<file path="src/design/pog_pkg.sv">
// constants and state type for the on/off and write guard block
package pog_pkg;

    // ****************************************
    // command codes
    // ****************************************
    localparam logic [7:0] CODE_OUTPUT_CONTROL = 8'h01;
    localparam logic [7:0] CODE_POWER_SWITCH_CONFIG = 8'h02;
    localparam logic [7:0] CODE_FAULT_CLEAR = 8'h03;
    localparam logic [7:0] CODE_WRITE_LOCK = 8'h10;

    // ****************************************
    // reset values
    // ****************************************
    localparam logic [7:0] RST_OUTPUT_CONTROL = 8'h00;
    localparam logic [7:0] RST_POWER_SWITCH_CONFIG = 8'h17;
    localparam logic [7:0] RST_WRITE_LOCK = 8'h00;

    // ****************************************
    // output_control fields
    // ****************************************
    localparam int OC_ON_BIT = 7;
    localparam int OC_SOFT_OFF_BIT = 6;
    localparam int OC_MARGIN_HI = 5;
    localparam int OC_MARGIN_LO = 2;
    localparam int OC_ALARM_HI = 1;
    localparam int OC_ALARM_LO = 0;
    localparam logic [1:0] ALARM_SEL_ON = 2'h1;

    // ****************************************
    // power_switch_config fields
    // ****************************************
    localparam int PSC_PU_BIT = 4;
    localparam int PSC_CMD_BIT = 3;
    localparam int PSC_CP_BIT = 2;
    localparam int PSC_PL_BIT = 1;
    localparam int PSC_SP_BIT = 0;

    // ****************************************
    // write_lock_ctrl fields and patterns
    // ****************************************
    localparam int WL_HI = 7;
    localparam int WL_LO = 5;
    localparam logic [2:0] WL_NONE = 3'h0;
    localparam logic [2:0] WL_ALL = 3'h4;
    localparam logic [2:0] WL_KEEP_OC = 3'h2;
    localparam logic [2:0] WL_KEEP_OC_PSC = 3'h1;

    // ****************************************
    // fault vector width
    // ****************************************
    localparam int NUM_FAULTS = 8;

    // whole state of the guard block
    typedef struct packed {
        logic [7:0] output_control;
        logic psc_cmd;
        logic psc_cp;
        logic [2:0] wlock;
        logic [NUM_FAULTS-1:0] fault;
        logic comm_err;
        logic unsup_data;
        logic latched_off;
        logic out_en;
        logic hot;
        logic [7:0] rd_data;
    } pog_state_t;

endpackage

</file>
<file path="src/design/pog_onoff_guard.sv">
// on/off configuration, fault clear and write lock command logic
//
// Operation
// alarm select 01 routes overcurrent warning to alarm
// code 02h is switch config, resets 17h
// switch config bit 4 reads fixed 1
// command bit 3 gates the serial on bit
// pin bit 2 gates the enable pin
// bit 1 reads 1, pin active high
// bit 0 reads 1, fast turn off
// code 03h clears all fault and status bits
// fault clear drops the alert output
// fault clear never restarts latched-off output
// persisting fault sets its bit again
// fault clear is a bare command code
// write lock takes one byte, resets 00h
// invalid lock pattern flags comm and data errors
// invalid lock pattern means no protection
// serial on needs supply, command bit, pin; the code ignores the pin while bit 2 is clear
// lock patterns 80h, 40h, 20h select writable commands
// blocked writes are discarded
// fixed bits ignore writes, keep read values
`timescale 1ns/10ps
`default_nettype none

module pog_onoff_guard (
    input wire logic clk,
    input wire logic nrst,
    // command port from the bus protocol engine
    input wire logic wr_stb,
    input wire logic [7:0] wr_code,
    input wire logic wr_has_data,
    input wire logic [7:0] wr_data,
    input wire logic [7:0] rd_code,
    output logic [7:0] rd_data,
    output logic wr_allowed,
    // power path
    input wire logic enable_pin,
    input wire logic vin_ok,
    input wire logic fault_shutdown,
    input wire logic input_overcurrent_warn,
    input wire logic [pog_pkg::NUM_FAULTS-1:0] fault_cond,
    output logic output_enable,
    output logic hot_alarm_out,
    // status
    output logic [pog_pkg::NUM_FAULTS-1:0] fault_status,
    output logic comm_error_summary_bit,
    output logic unsupported_data_bit,
    output logic alert_out
);

    // ****************************************
    // helper functions
    // ****************************************

    // true when the lock setting leaves this command code writable;
    // any pattern outside the three locking ones falls to the default
    // arm and protects nothing, so a bad byte never locks the bus up
    function automatic logic lock_permits(
        input logic [2:0] lock,
        input logic [7:0] code
    );
        logic ok;
        ok = 1'b1;
        unique case (lock)
            pog_pkg::WL_ALL: begin
                ok = (code == pog_pkg::CODE_WRITE_LOCK);
            end
            pog_pkg::WL_KEEP_OC: begin
                ok = (code == pog_pkg::CODE_WRITE_LOCK) ||
                     (code == pog_pkg::CODE_OUTPUT_CONTROL);
            end
            pog_pkg::WL_KEEP_OC_PSC: begin
                ok = (code == pog_pkg::CODE_WRITE_LOCK) ||
                     (code == pog_pkg::CODE_OUTPUT_CONTROL) ||
                     (code == pog_pkg::CODE_POWER_SWITCH_CONFIG);
            end
            default: begin
                ok = 1'b1;
            end
        endcase
        return ok;
    endfunction

    // only all-zero or exactly one set bit is a legal lock pattern
    function automatic logic lock_valid(input logic [2:0] lock);
        return (lock == pog_pkg::WL_NONE) || (lock == pog_pkg::WL_ALL) ||
               (lock == pog_pkg::WL_KEEP_OC) ||
               (lock == pog_pkg::WL_KEEP_OC_PSC);
    endfunction

    // read image of the power switch configuration register;
    // only the two writable bits are stored, the fixed ones are
    // rebuilt on every read, so no write can ever disturb them
    function automatic logic [7:0] psc_image(
        input logic cmd_bit,
        input logic cp_bit
    );
        logic [7:0] v;
        v = 8'h00; // reserved bits 7:5 read zero
        v[pog_pkg::PSC_PU_BIT] = 1'b1;
        v[pog_pkg::PSC_CMD_BIT] = cmd_bit;
        v[pog_pkg::PSC_CP_BIT] = cp_bit;
        v[pog_pkg::PSC_PL_BIT] = 1'b1;
        v[pog_pkg::PSC_SP_BIT] = 1'b1;
        return v;
    endfunction

    // ****************************************
    // state
    // ****************************************
    pog_pkg::pog_state_t st_ff;
    pog_pkg::pog_state_t nxt_st;

    logic wr_ok;
    logic on_req;
    logic ser_path;
    logic clr_cmd;
    logic wr_take;
    logic wr_byte;
    logic lock_bad;
    logic count_bad;

    // lock check against the current lock; engine may use it too
    assign wr_ok = lock_permits(st_ff.wlock, wr_code);

    // fault clear is only taken as a bare code while unlocked
    assign clr_cmd = wr_stb && wr_ok && !wr_has_data &&
                     (wr_code == pog_pkg::CODE_FAULT_CLEAR);

    // a write that the lock lets through
    assign wr_take = wr_stb && wr_ok;

    // only a write that carries its byte may land in a register
    assign wr_byte = wr_take && wr_has_data;

    // lock byte whose top three bits name no legal pattern;
    // its top three bits are still stored, so a read shows the pattern the host sent
    assign lock_bad = wr_byte && (wr_code == pog_pkg::CODE_WRITE_LOCK) &&
                      !lock_valid(wr_data[pog_pkg::WL_HI:pog_pkg::WL_LO]);

    // byte count that does not suit fault clear or write lock; the engine
    // passes every frame on, so the length check has to live here
    assign count_bad = wr_take &&
        (((wr_code == pog_pkg::CODE_FAULT_CLEAR) && wr_has_data) ||
         ((wr_code == pog_pkg::CODE_WRITE_LOCK) && !wr_has_data));

    // ****************************************
    // on/off decision
    // ****************************************

    // serial on bit counts only with the command bit; pin high is on
    // with both bits clear nothing can turn the output on
    always_comb begin
        ser_path = st_ff.psc_cmd &&
                   st_ff.output_control[pog_pkg::OC_ON_BIT];
        unique case ({st_ff.psc_cmd, st_ff.psc_cp})
            2'h3: on_req = ser_path && enable_pin;
            2'h2: on_req = ser_path;
            2'h1: on_req = enable_pin;
            default: on_req = 1'b0;
        endcase
    end

    // ****************************************
    // next state
    // ****************************************

    // one pass computes every register; set always beats clear
    always_comb begin
        nxt_st = st_ff;

        // register writes, discarded when the lock blocks them
        if (wr_byte) begin
            unique case (wr_code)
                pog_pkg::CODE_OUTPUT_CONTROL: begin
                    nxt_st.output_control = wr_data;
                    // soft-off is unsupported and stays zero
                    nxt_st.output_control[pog_pkg::OC_SOFT_OFF_BIT] = 1'b0;
                end
                pog_pkg::CODE_POWER_SWITCH_CONFIG: begin
                    nxt_st.psc_cmd = wr_data[pog_pkg::PSC_CMD_BIT];
                    nxt_st.psc_cp = wr_data[pog_pkg::PSC_CP_BIT];
                end
                pog_pkg::CODE_WRITE_LOCK: begin
                    // reserved bits 4:0 are dropped
                    nxt_st.wlock = wr_data[pog_pkg::WL_HI:pog_pkg::WL_LO];
                end
                default: begin
                    nxt_st.wlock = st_ff.wlock;
                end
            endcase
        end

        // fault clear wipes all status at once
        // it never touches the latch-off flag further down
        if (clr_cmd) begin
            nxt_st.fault = '0;
            nxt_st.comm_err = 1'b0;
            nxt_st.unsup_data = 1'b0;
        end

        // a condition still present lands again after the clear
        // set beats clear, so a fault still present is never lost
        nxt_st.fault = nxt_st.fault | fault_cond;

        // bad lock byte flags errors; the decode gives no protection
        if (lock_bad) begin
            nxt_st.comm_err = 1'b1;
            nxt_st.unsup_data = 1'b1;
        end

        // wrong byte count for fault clear or write lock is a data error
        if (count_bad) begin
            nxt_st.comm_err = 1'b1;
            nxt_st.unsup_data = 1'b1;
        end

        // latch-off holds until the on request itself goes away;
        // a fault clear has no path to this flag
        if (fault_shutdown) begin
            nxt_st.latched_off = 1'b1;
        end else if (!on_req) begin
            nxt_st.latched_off = 1'b0;
        end

        // no ramp-down state: off takes effect on the next edge
        // the latch is read from its flop, so a one-cycle shutdown
        // pulse still keeps the output off after it has gone
        nxt_st.out_en = on_req && vin_ok && !fault_shutdown &&
                        !st_ff.latched_off;

        // alarm routing from the overcurrent warning
        // a warning under any other select value is simply dropped
        nxt_st.hot = input_overcurrent_warn &&
                     (st_ff.output_control[pog_pkg::OC_ALARM_HI:
                                           pog_pkg::OC_ALARM_LO] ==
                      pog_pkg::ALARM_SEL_ON);

        // read mux; unknown codes read zero
        // registered, so the data answers the code of the cycle before
        unique case (rd_code)
            pog_pkg::CODE_OUTPUT_CONTROL: begin
                nxt_st.rd_data = st_ff.output_control;
            end
            pog_pkg::CODE_POWER_SWITCH_CONFIG: begin
                nxt_st.rd_data = psc_image(st_ff.psc_cmd,
                                           st_ff.psc_cp);
            end
            pog_pkg::CODE_WRITE_LOCK: begin
                nxt_st.rd_data = {st_ff.wlock, 5'h00};
            end
            default: begin
                nxt_st.rd_data = 8'h00;
            end
        endcase
    end

    // ****************************************
    // state register
    // ****************************************

    // synchronous reset to the power-on values; the status bits
    // start clear, so the alert output is low out of reset
    always_ff @(posedge clk) begin
        if (!nrst) begin
            st_ff.output_control <= pog_pkg::RST_OUTPUT_CONTROL;
            st_ff.psc_cmd <=
                pog_pkg::RST_POWER_SWITCH_CONFIG[pog_pkg::PSC_CMD_BIT];
            st_ff.psc_cp <=
                pog_pkg::RST_POWER_SWITCH_CONFIG[pog_pkg::PSC_CP_BIT];
            st_ff.wlock <=
                pog_pkg::RST_WRITE_LOCK[pog_pkg::WL_HI:pog_pkg::WL_LO];
            st_ff.fault <= '0;
            st_ff.comm_err <= 1'b0;
            st_ff.unsup_data <= 1'b0;
            st_ff.latched_off <= 1'b0;
            st_ff.out_en <= 1'b0;
            st_ff.hot <= 1'b0;
            st_ff.rd_data <= 8'h00;
        end else begin
            st_ff <= nxt_st;
        end
    end

    // ****************************************
    // outputs
    // ****************************************

    // all outputs but wr_allowed and alert_out straight from flip-flops
    assign rd_data = st_ff.rd_data;
    assign wr_allowed = wr_ok;
    assign output_enable = st_ff.out_en;
    assign hot_alarm_out = st_ff.hot;
    assign fault_status = st_ff.fault;
    assign comm_error_summary_bit = st_ff.comm_err;
    assign unsupported_data_bit = st_ff.unsup_data;
    // alert follows any set status bit, so a clear drops it
    // kept combinational so it falls in the same cycle as the status
    assign alert_out = (|st_ff.fault) || st_ff.comm_err ||
                       st_ff.unsup_data;

endmodule

`default_nettype wire

</file>
<file path="config.mk">
export PLATFORM = sky130hd
export DESIGN_NAME = pog_onoff_guard
export DESIGN_NICKNAME = d
export VERILOG_FILES = /design/src/design/pog_pkg.sv /design/src/design/pog_onoff_guard.sv
export SDC_FILE = /design/constraint.sdc
export NUM_CORES = 1
export LEC_CHECK = 0
export BUFFER_PORTS_ARGS = -buffer_cell sky130_fd_sc_hd__buf_2
export CORE_UTILIZATION = 40
export CTS_BUF_LIST = sky130_fd_sc_hd__clkbuf_8
export DETAILED_ROUTE_END_ITERATION = 8
export PLACE_DENSITY = 0.8
export SLEW_MARGIN = 30
export SYNTH_ARGS = -nofsm -noshare
export SYNTH_HDL_FRONTEND = slang
export SYNTH_SLANG_ARGS = --single-unit
</file>
<file path="constraint.sdc">
create_clock -name clk -period 2.6 [get_ports clk]
set_input_delay 0.26 -clock clk [delete_from_list [all_inputs] [get_ports clk]]
set_output_delay 0.26 -clock clk [all_outputs]
set_load 0.005 [all_outputs]
</file>
# == Word-level counts from Yosys, hierarchy flattened ==
# Index checks and enable logic that the tools add are counted.
# classes
eq_ne,18
muxes,8
n_bitwise,1
n_reduce_logical,33
# ops
operator,count
"8-bit by 2-bit equality test with 1-bit output, second input constant",3
8-bit one-hot mux with 3 select lines,1
"8-bit by 1-bit equality test with 1-bit output, second input constant",2
"8-bit by 5-bit equality test with 1-bit output, second input constant",2
1-bit logical AND,15
10-bit 2-to-1 mux,1
1-bit logical OR,8
8-bit OR,1
8-bit OR reduction,1
"3-bit by 1-bit equality test with 1-bit output, second input constant",2
"3-bit by 2-bit equality test with 1-bit output, second input constant",2
"3-bit equality test, second input constant",2
1-bit one-hot mux with 3 select lines,2
2-bit AND reduction,3
"2-bit by 1-bit equality test with 1-bit output, second input constant",2
"2-bit equality test, second input constant",2
1-bit zero test,4
2-bit 2-to-1 mux,2
3-bit zero test,1
3-bit nonzero test,1
1-bit 2-to-1 mux,2
"2-bit != test, second input constant",1
# totals
register_bits,33
inputBits,40
out_inout_bits,22

# == Logic depth before layout (Yosys ltp) ==
# depth
word_depth,10
depth_mapped,7
mapped_depth_nobuf,5

# == Worst setup path after synthesis ==
# Ideal clock, no wire load.
# synth_path
path_type,input -> register
from,in wr_code[3]
to,reg st_ff (netlist bit comm_error_summary_bit)
setup_ns,0.117
arrival_ns,1.824
required_time_ns,2.483
setup_slack_ns,0.659
cell_stages,6
n_path_buf,1
cell_sequence,or4_4 > nor3b_4 > nand3_2 > o41a_1 > buf_6 > a22o_1
# synth_via
elab_chain_len,10
elab_cells_between_ends,20
cone_classes,eq/ne (4); mux (3); reduce/logical (13)
# synth_rtl
item,line_no,text
start: declaration,pog_onoff_guard.sv:31,"input wire logic [7:0] wr_code,"
8-bit by 5-bit equality test with 1-bit output or 8-bit by 1-bit equality test with 1-bit output (tied branches),--,
1-bit logical OR,"pog_onoff_guard.sv:70, pog_onoff_guard.sv:74",
1-bit logical OR,pog_onoff_guard.sv:75,(code == pog_pkg::CODE_OUTPUT_CONTROL) ||
1-bit one-hot mux with 3 select lines,pog_onoff_guard.sv:65,unique case (lock)
1-bit logical AND,"pog_onoff_guard.sv:128, pog_onoff_guard.sv:132",
1-bit logical AND,pog_onoff_guard.sv:135,assign wr_byte = wr_take && wr_has_data;
1-bit logical AND (2 in series),pog_onoff_guard.sv:139,assign lock_bad = wr_byte && (wr_code == pog_pkg::CODE_WRITE_LOCK) &&
2-bit 2-to-1 mux,pog_onoff_guard.sv:208,if (lock_bad) begin
2-bit 2-to-1 mux,pog_onoff_guard.sv:214,if (count_bad) begin
end signal: assignment,pog_onoff_guard.sv:282,st_ff <= nxt_st;
end: declaration,pog_onoff_guard.sv:112,pog_pkg::pog_state_t st_ff;
# Several ways; a longest one is shown, not always the timed one.
# A chain may end at the register's enable or synchronous reset.

# == Final worst setup path ==
# Ends and elaborated chain as after synthesis.

==> impl_metrics.env <==
export IMPL_pwr_density_cell_nw_per_um2=611
export IMPL_drive_above_1_share_pct=36.6
export IMPL_placedInstanceArea_um2=1710
export IMPL_worstSkewPairLatency_ns=0.28
export IMPL_yosys_warnings=0
export IMPL_place_hpwl_um=2190
export IMPL_p_clk_share_pct=45.8
export IMPL_antenna_found_initial=0
export IMPL_swShare_pct=20.5
export IMPL_dr_pass1_iters=4
export IMPL_final_setup_tns_ns=0
export IMPL_power_share_sequential_pct=45.7
export IMPL_htreeDepth=2
export IMPL_stdcell_count=253
export IMPL_dieArea_um2=4040
export IMPL_cap_violations=0
export IMPL_path_delay_family="simple AND/OR/NAND/NOR gates"
export IMPL_slew_headroom_pct=71.2
export IMPL_ys_seq_area_share_pct=42.2
export IMPL_finalMaxSlewViolations=0
export IMPL_yosys_area_top_type="dfxtp_1"
export IMPL_status="finished, final reports clean"
export IMPL_crit_fanout=9
export IMPL_final_nets=244
export IMPL_grt_pass1_vias=1179
export IMPL_grt_pass1_wl_um=4880
export IMPL_synth_area_leaders="dfxtp_1 (42%), buf_4 (8.9%), mux2i_1 (7.3%)"
export IMPL_avgSynthCellArea_um2=9.54
export IMPL_post_cts_buffers=0
export IMPL_synth_async_sr_flop_share_pct=0
export IMPL_ant_nets=0
export IMPL_p_int_w=0.000894
export IMPL_synth_seq_cells=32
export IMPL_fin_area_um2=1840
export IMPL_comb_power_share_pct=8.5
export IMPL_coreArea_um2=3660
export IMPL_floorplan_initialDensity_pct=41.4
export IMPL_yosys_cell_types_count=39
export IMPL_clock_skew_ns=0.00718
export IMPL_io_pins=62
export IMPL_grt_usage_pct=15.7
export IMPL_switchingPower_w=0.000230
export IMPL_power_leakage_nw=0.789
export IMPL_path_cells="buf_2 > or4_4 > nor3b_4 > nand3_2 > o41a_1 > a22o_1"
export IMPL_area_growth_syn_to_layout_pct=21.4
export IMPL_post_cts_resized=0
export IMPL_cp_arrival_ns=2.05
export IMPL_cts_sinks=32
export IMPL_cts_buffers=5
export IMPL_syn_nets=199
export IMPL_path_clk_slew_ns=0.07
export IMPL_cp_start_kind="primary input"
export IMPL_path_buf_inv=1
export IMPL_die_height_um=63.6
export IMPL_grt_overflow=0
export IMPL_irDropWorstVdd_mv=0.316
export IMPL_max_stage_delay_ns=0.55
export IMPL_clock_root_buffer="clkbuf_8"
export IMPL_crit_required_ns=2.78
export IMPL_fin_crit_sh_pct=72.0
export IMPL_vias=1238
export IMPL_cp_slowest_cell="or4_4"
export IMPL_std_cell_rows=22
export IMPL_fp_dieW_um=63.6
export IMPL_synthCells=159
export IMPL_post_drt_wl_per_cell_um=11.6
export IMPL_path_class="primary input to flip-flop"
export IMPL_post_route_drc_count=0
export IMPL_antenna_cells=0
export IMPL_hold_viol_final=0
export IMPL_end_kind="flip-flop"
export IMPL_synth_edf_count=0
export IMPL_ys_flop_type="dfxtp_1"
export IMPL_vias_per_cell=4.89
export IMPL_worstMarginPinSlew_ns=0.431
export IMPL_routed_wirelength_um=2940
export IMPL_grt_start_max_net_pins=28
export IMPL_rsz0062_at_grt="no"
export IMPL_synth_top_area_share_pct=42.2
export IMPL_clockBufferDepth=2
export IMPL_drt_iter0_drc=52
export IMPL_max_freq_ghz=0.534
export IMPL_hold_class="primary input to flip-flop"
export IMPL_port_buffers=61
export IMPL_cts_tree="built"
export IMPL_cts_hold_buf=0
export IMPL_setup_viol=0
export IMPL_synthesis_area_um2=1520
export IMPL_period_needed_ns=1.87
export IMPL_dp_cells=245
export IMPL_place_congestion=0.920
[state kept, by name, indices dropped and copies added, names as in the netlist]
| name | count |
|---|---|
| fault_status | 8 |
| rd_data | 8 |
| output_enable | 1 |
| comm_error_summary_bit | 1 |
| st_ff | 13 |
| hot_alarm_out | 1 |
[metal layers]
| metal | vias to the layer above | share of wire (%) | global-route usage (%) |
|---|---|---|---|
| li1 | 633 | - | - |
| met1 | 549 | 46 | 17.4 |
| met2 | 49 | 45 | 25.8 |
| met3 | 7 | 7.3 | 4.89 |
| met4 | 0 | 2.0 | 9.66 |
| met5 | - | 0 | 0 |
[layout make-up]
| cell class | instances | area (µm²) |
|---|---|---|
| Timing Repair Buffer | 61 | 305 |
| Inverter | 3 | 11.3 |
| Clock inverter | 1 | 30.0 |
| Tap cell | 48 | 60.1 |
| Clock buffer | 7 | 96.3 |
| Multi-Input combinational cell | 101 | 697 |
| Fill cell | 358 | 1820 |
| Sequential cell | 32 | 641 |
[power groups by stage]
stage               clock, W  combinational (W)  sequential (W)
floorplan                  0          0.0000613        0.000522
global placement           0          0.0000938        0.000524
detailed placement         0          0.0000965        0.000524
CTS                 0.000524          0.0000964        0.000514
global route        0.000551           0.000106        0.000515
finish              0.000515          0.0000955        0.000514
[Yosys cell counts (3+ instances only)]
library cell,n
a22oi_1,4
o21ai_0,6
nor2b_1,16
a22o_1,7
nand3_1,3
dfxtp_1,32
a21oi_1,5
mux2i_1,11
inv_1,3
nor2_1,14
buf_4,18
nand2_1,7
[through the flow]
step | power, W | util, % | hold slack (ns) | worst slack (ns)
floorplan | 0.000583 | - | 0.337 | 0.659
global placement | 0.000618 | 46.8 | 0.407 | 0.464
detailed placement | 0.000620 | 46.8 | 0.410 | 0.435
CTS | 0.00113 | 50.3 | 0.151 | 0.736
global route | 0.00117 | 50.3 | 0.146 | 0.634
finish | 0.00112 | 50.3 | 0.156 | 0.728
[worst register-to-register path: cells and delay by family, from the launching register on]
| kind | cells | cell delay [ns] |
|---|---|---|
| simple gates | 2 | 0.24 |
| compound gates | 3 | 0.92 |
| flops | 1 | 0.47 |
[cell usage in the layout, fill, tap and decap left out, drive strengths merged, types with 5 or more instances in the layout]
master | synthesis | routed
nor2b | 16 | 16
mux2i | 11 | 11
nand2 | 7 | 7
clkbuf | 2 | 7
a22o | 9 | 9
nor2 | 14 | 14
buf | 20 | 61
a21oi | 5 | 5
dfxtp | 32 | 32
o21ai | 6 | 6
[worst paths after layout]
kind	to	slack (ns)	from	cells after the start
min	output_enable	0.16	fault_shutdown	2
max reg2reg	comm_error_summary_bit	0.88	st_ff[21]	5
min reg2reg	output_enable	0.42	st_ff[10]	1
max	comm_error_summary_bit	0.73	wr_code[3]	6
[kinds of logic (layout without fill, tap and decap cells)]
family	after synthesis	count (layout)	share of synthesized area [%]
multiplexers	11	11	7.26
flip-flops	32	32	42.2
AO/OA/AOI/OAI	31	31	14.9
AND/OR/NAND/NOR	57	57	22.5
XOR/XNOR	1	1	0.578
adder cells (fa/ha/maj)	1	1	0.660
buffers and inverters	26	72	11.8
Power figures use the tool's default switching activity.
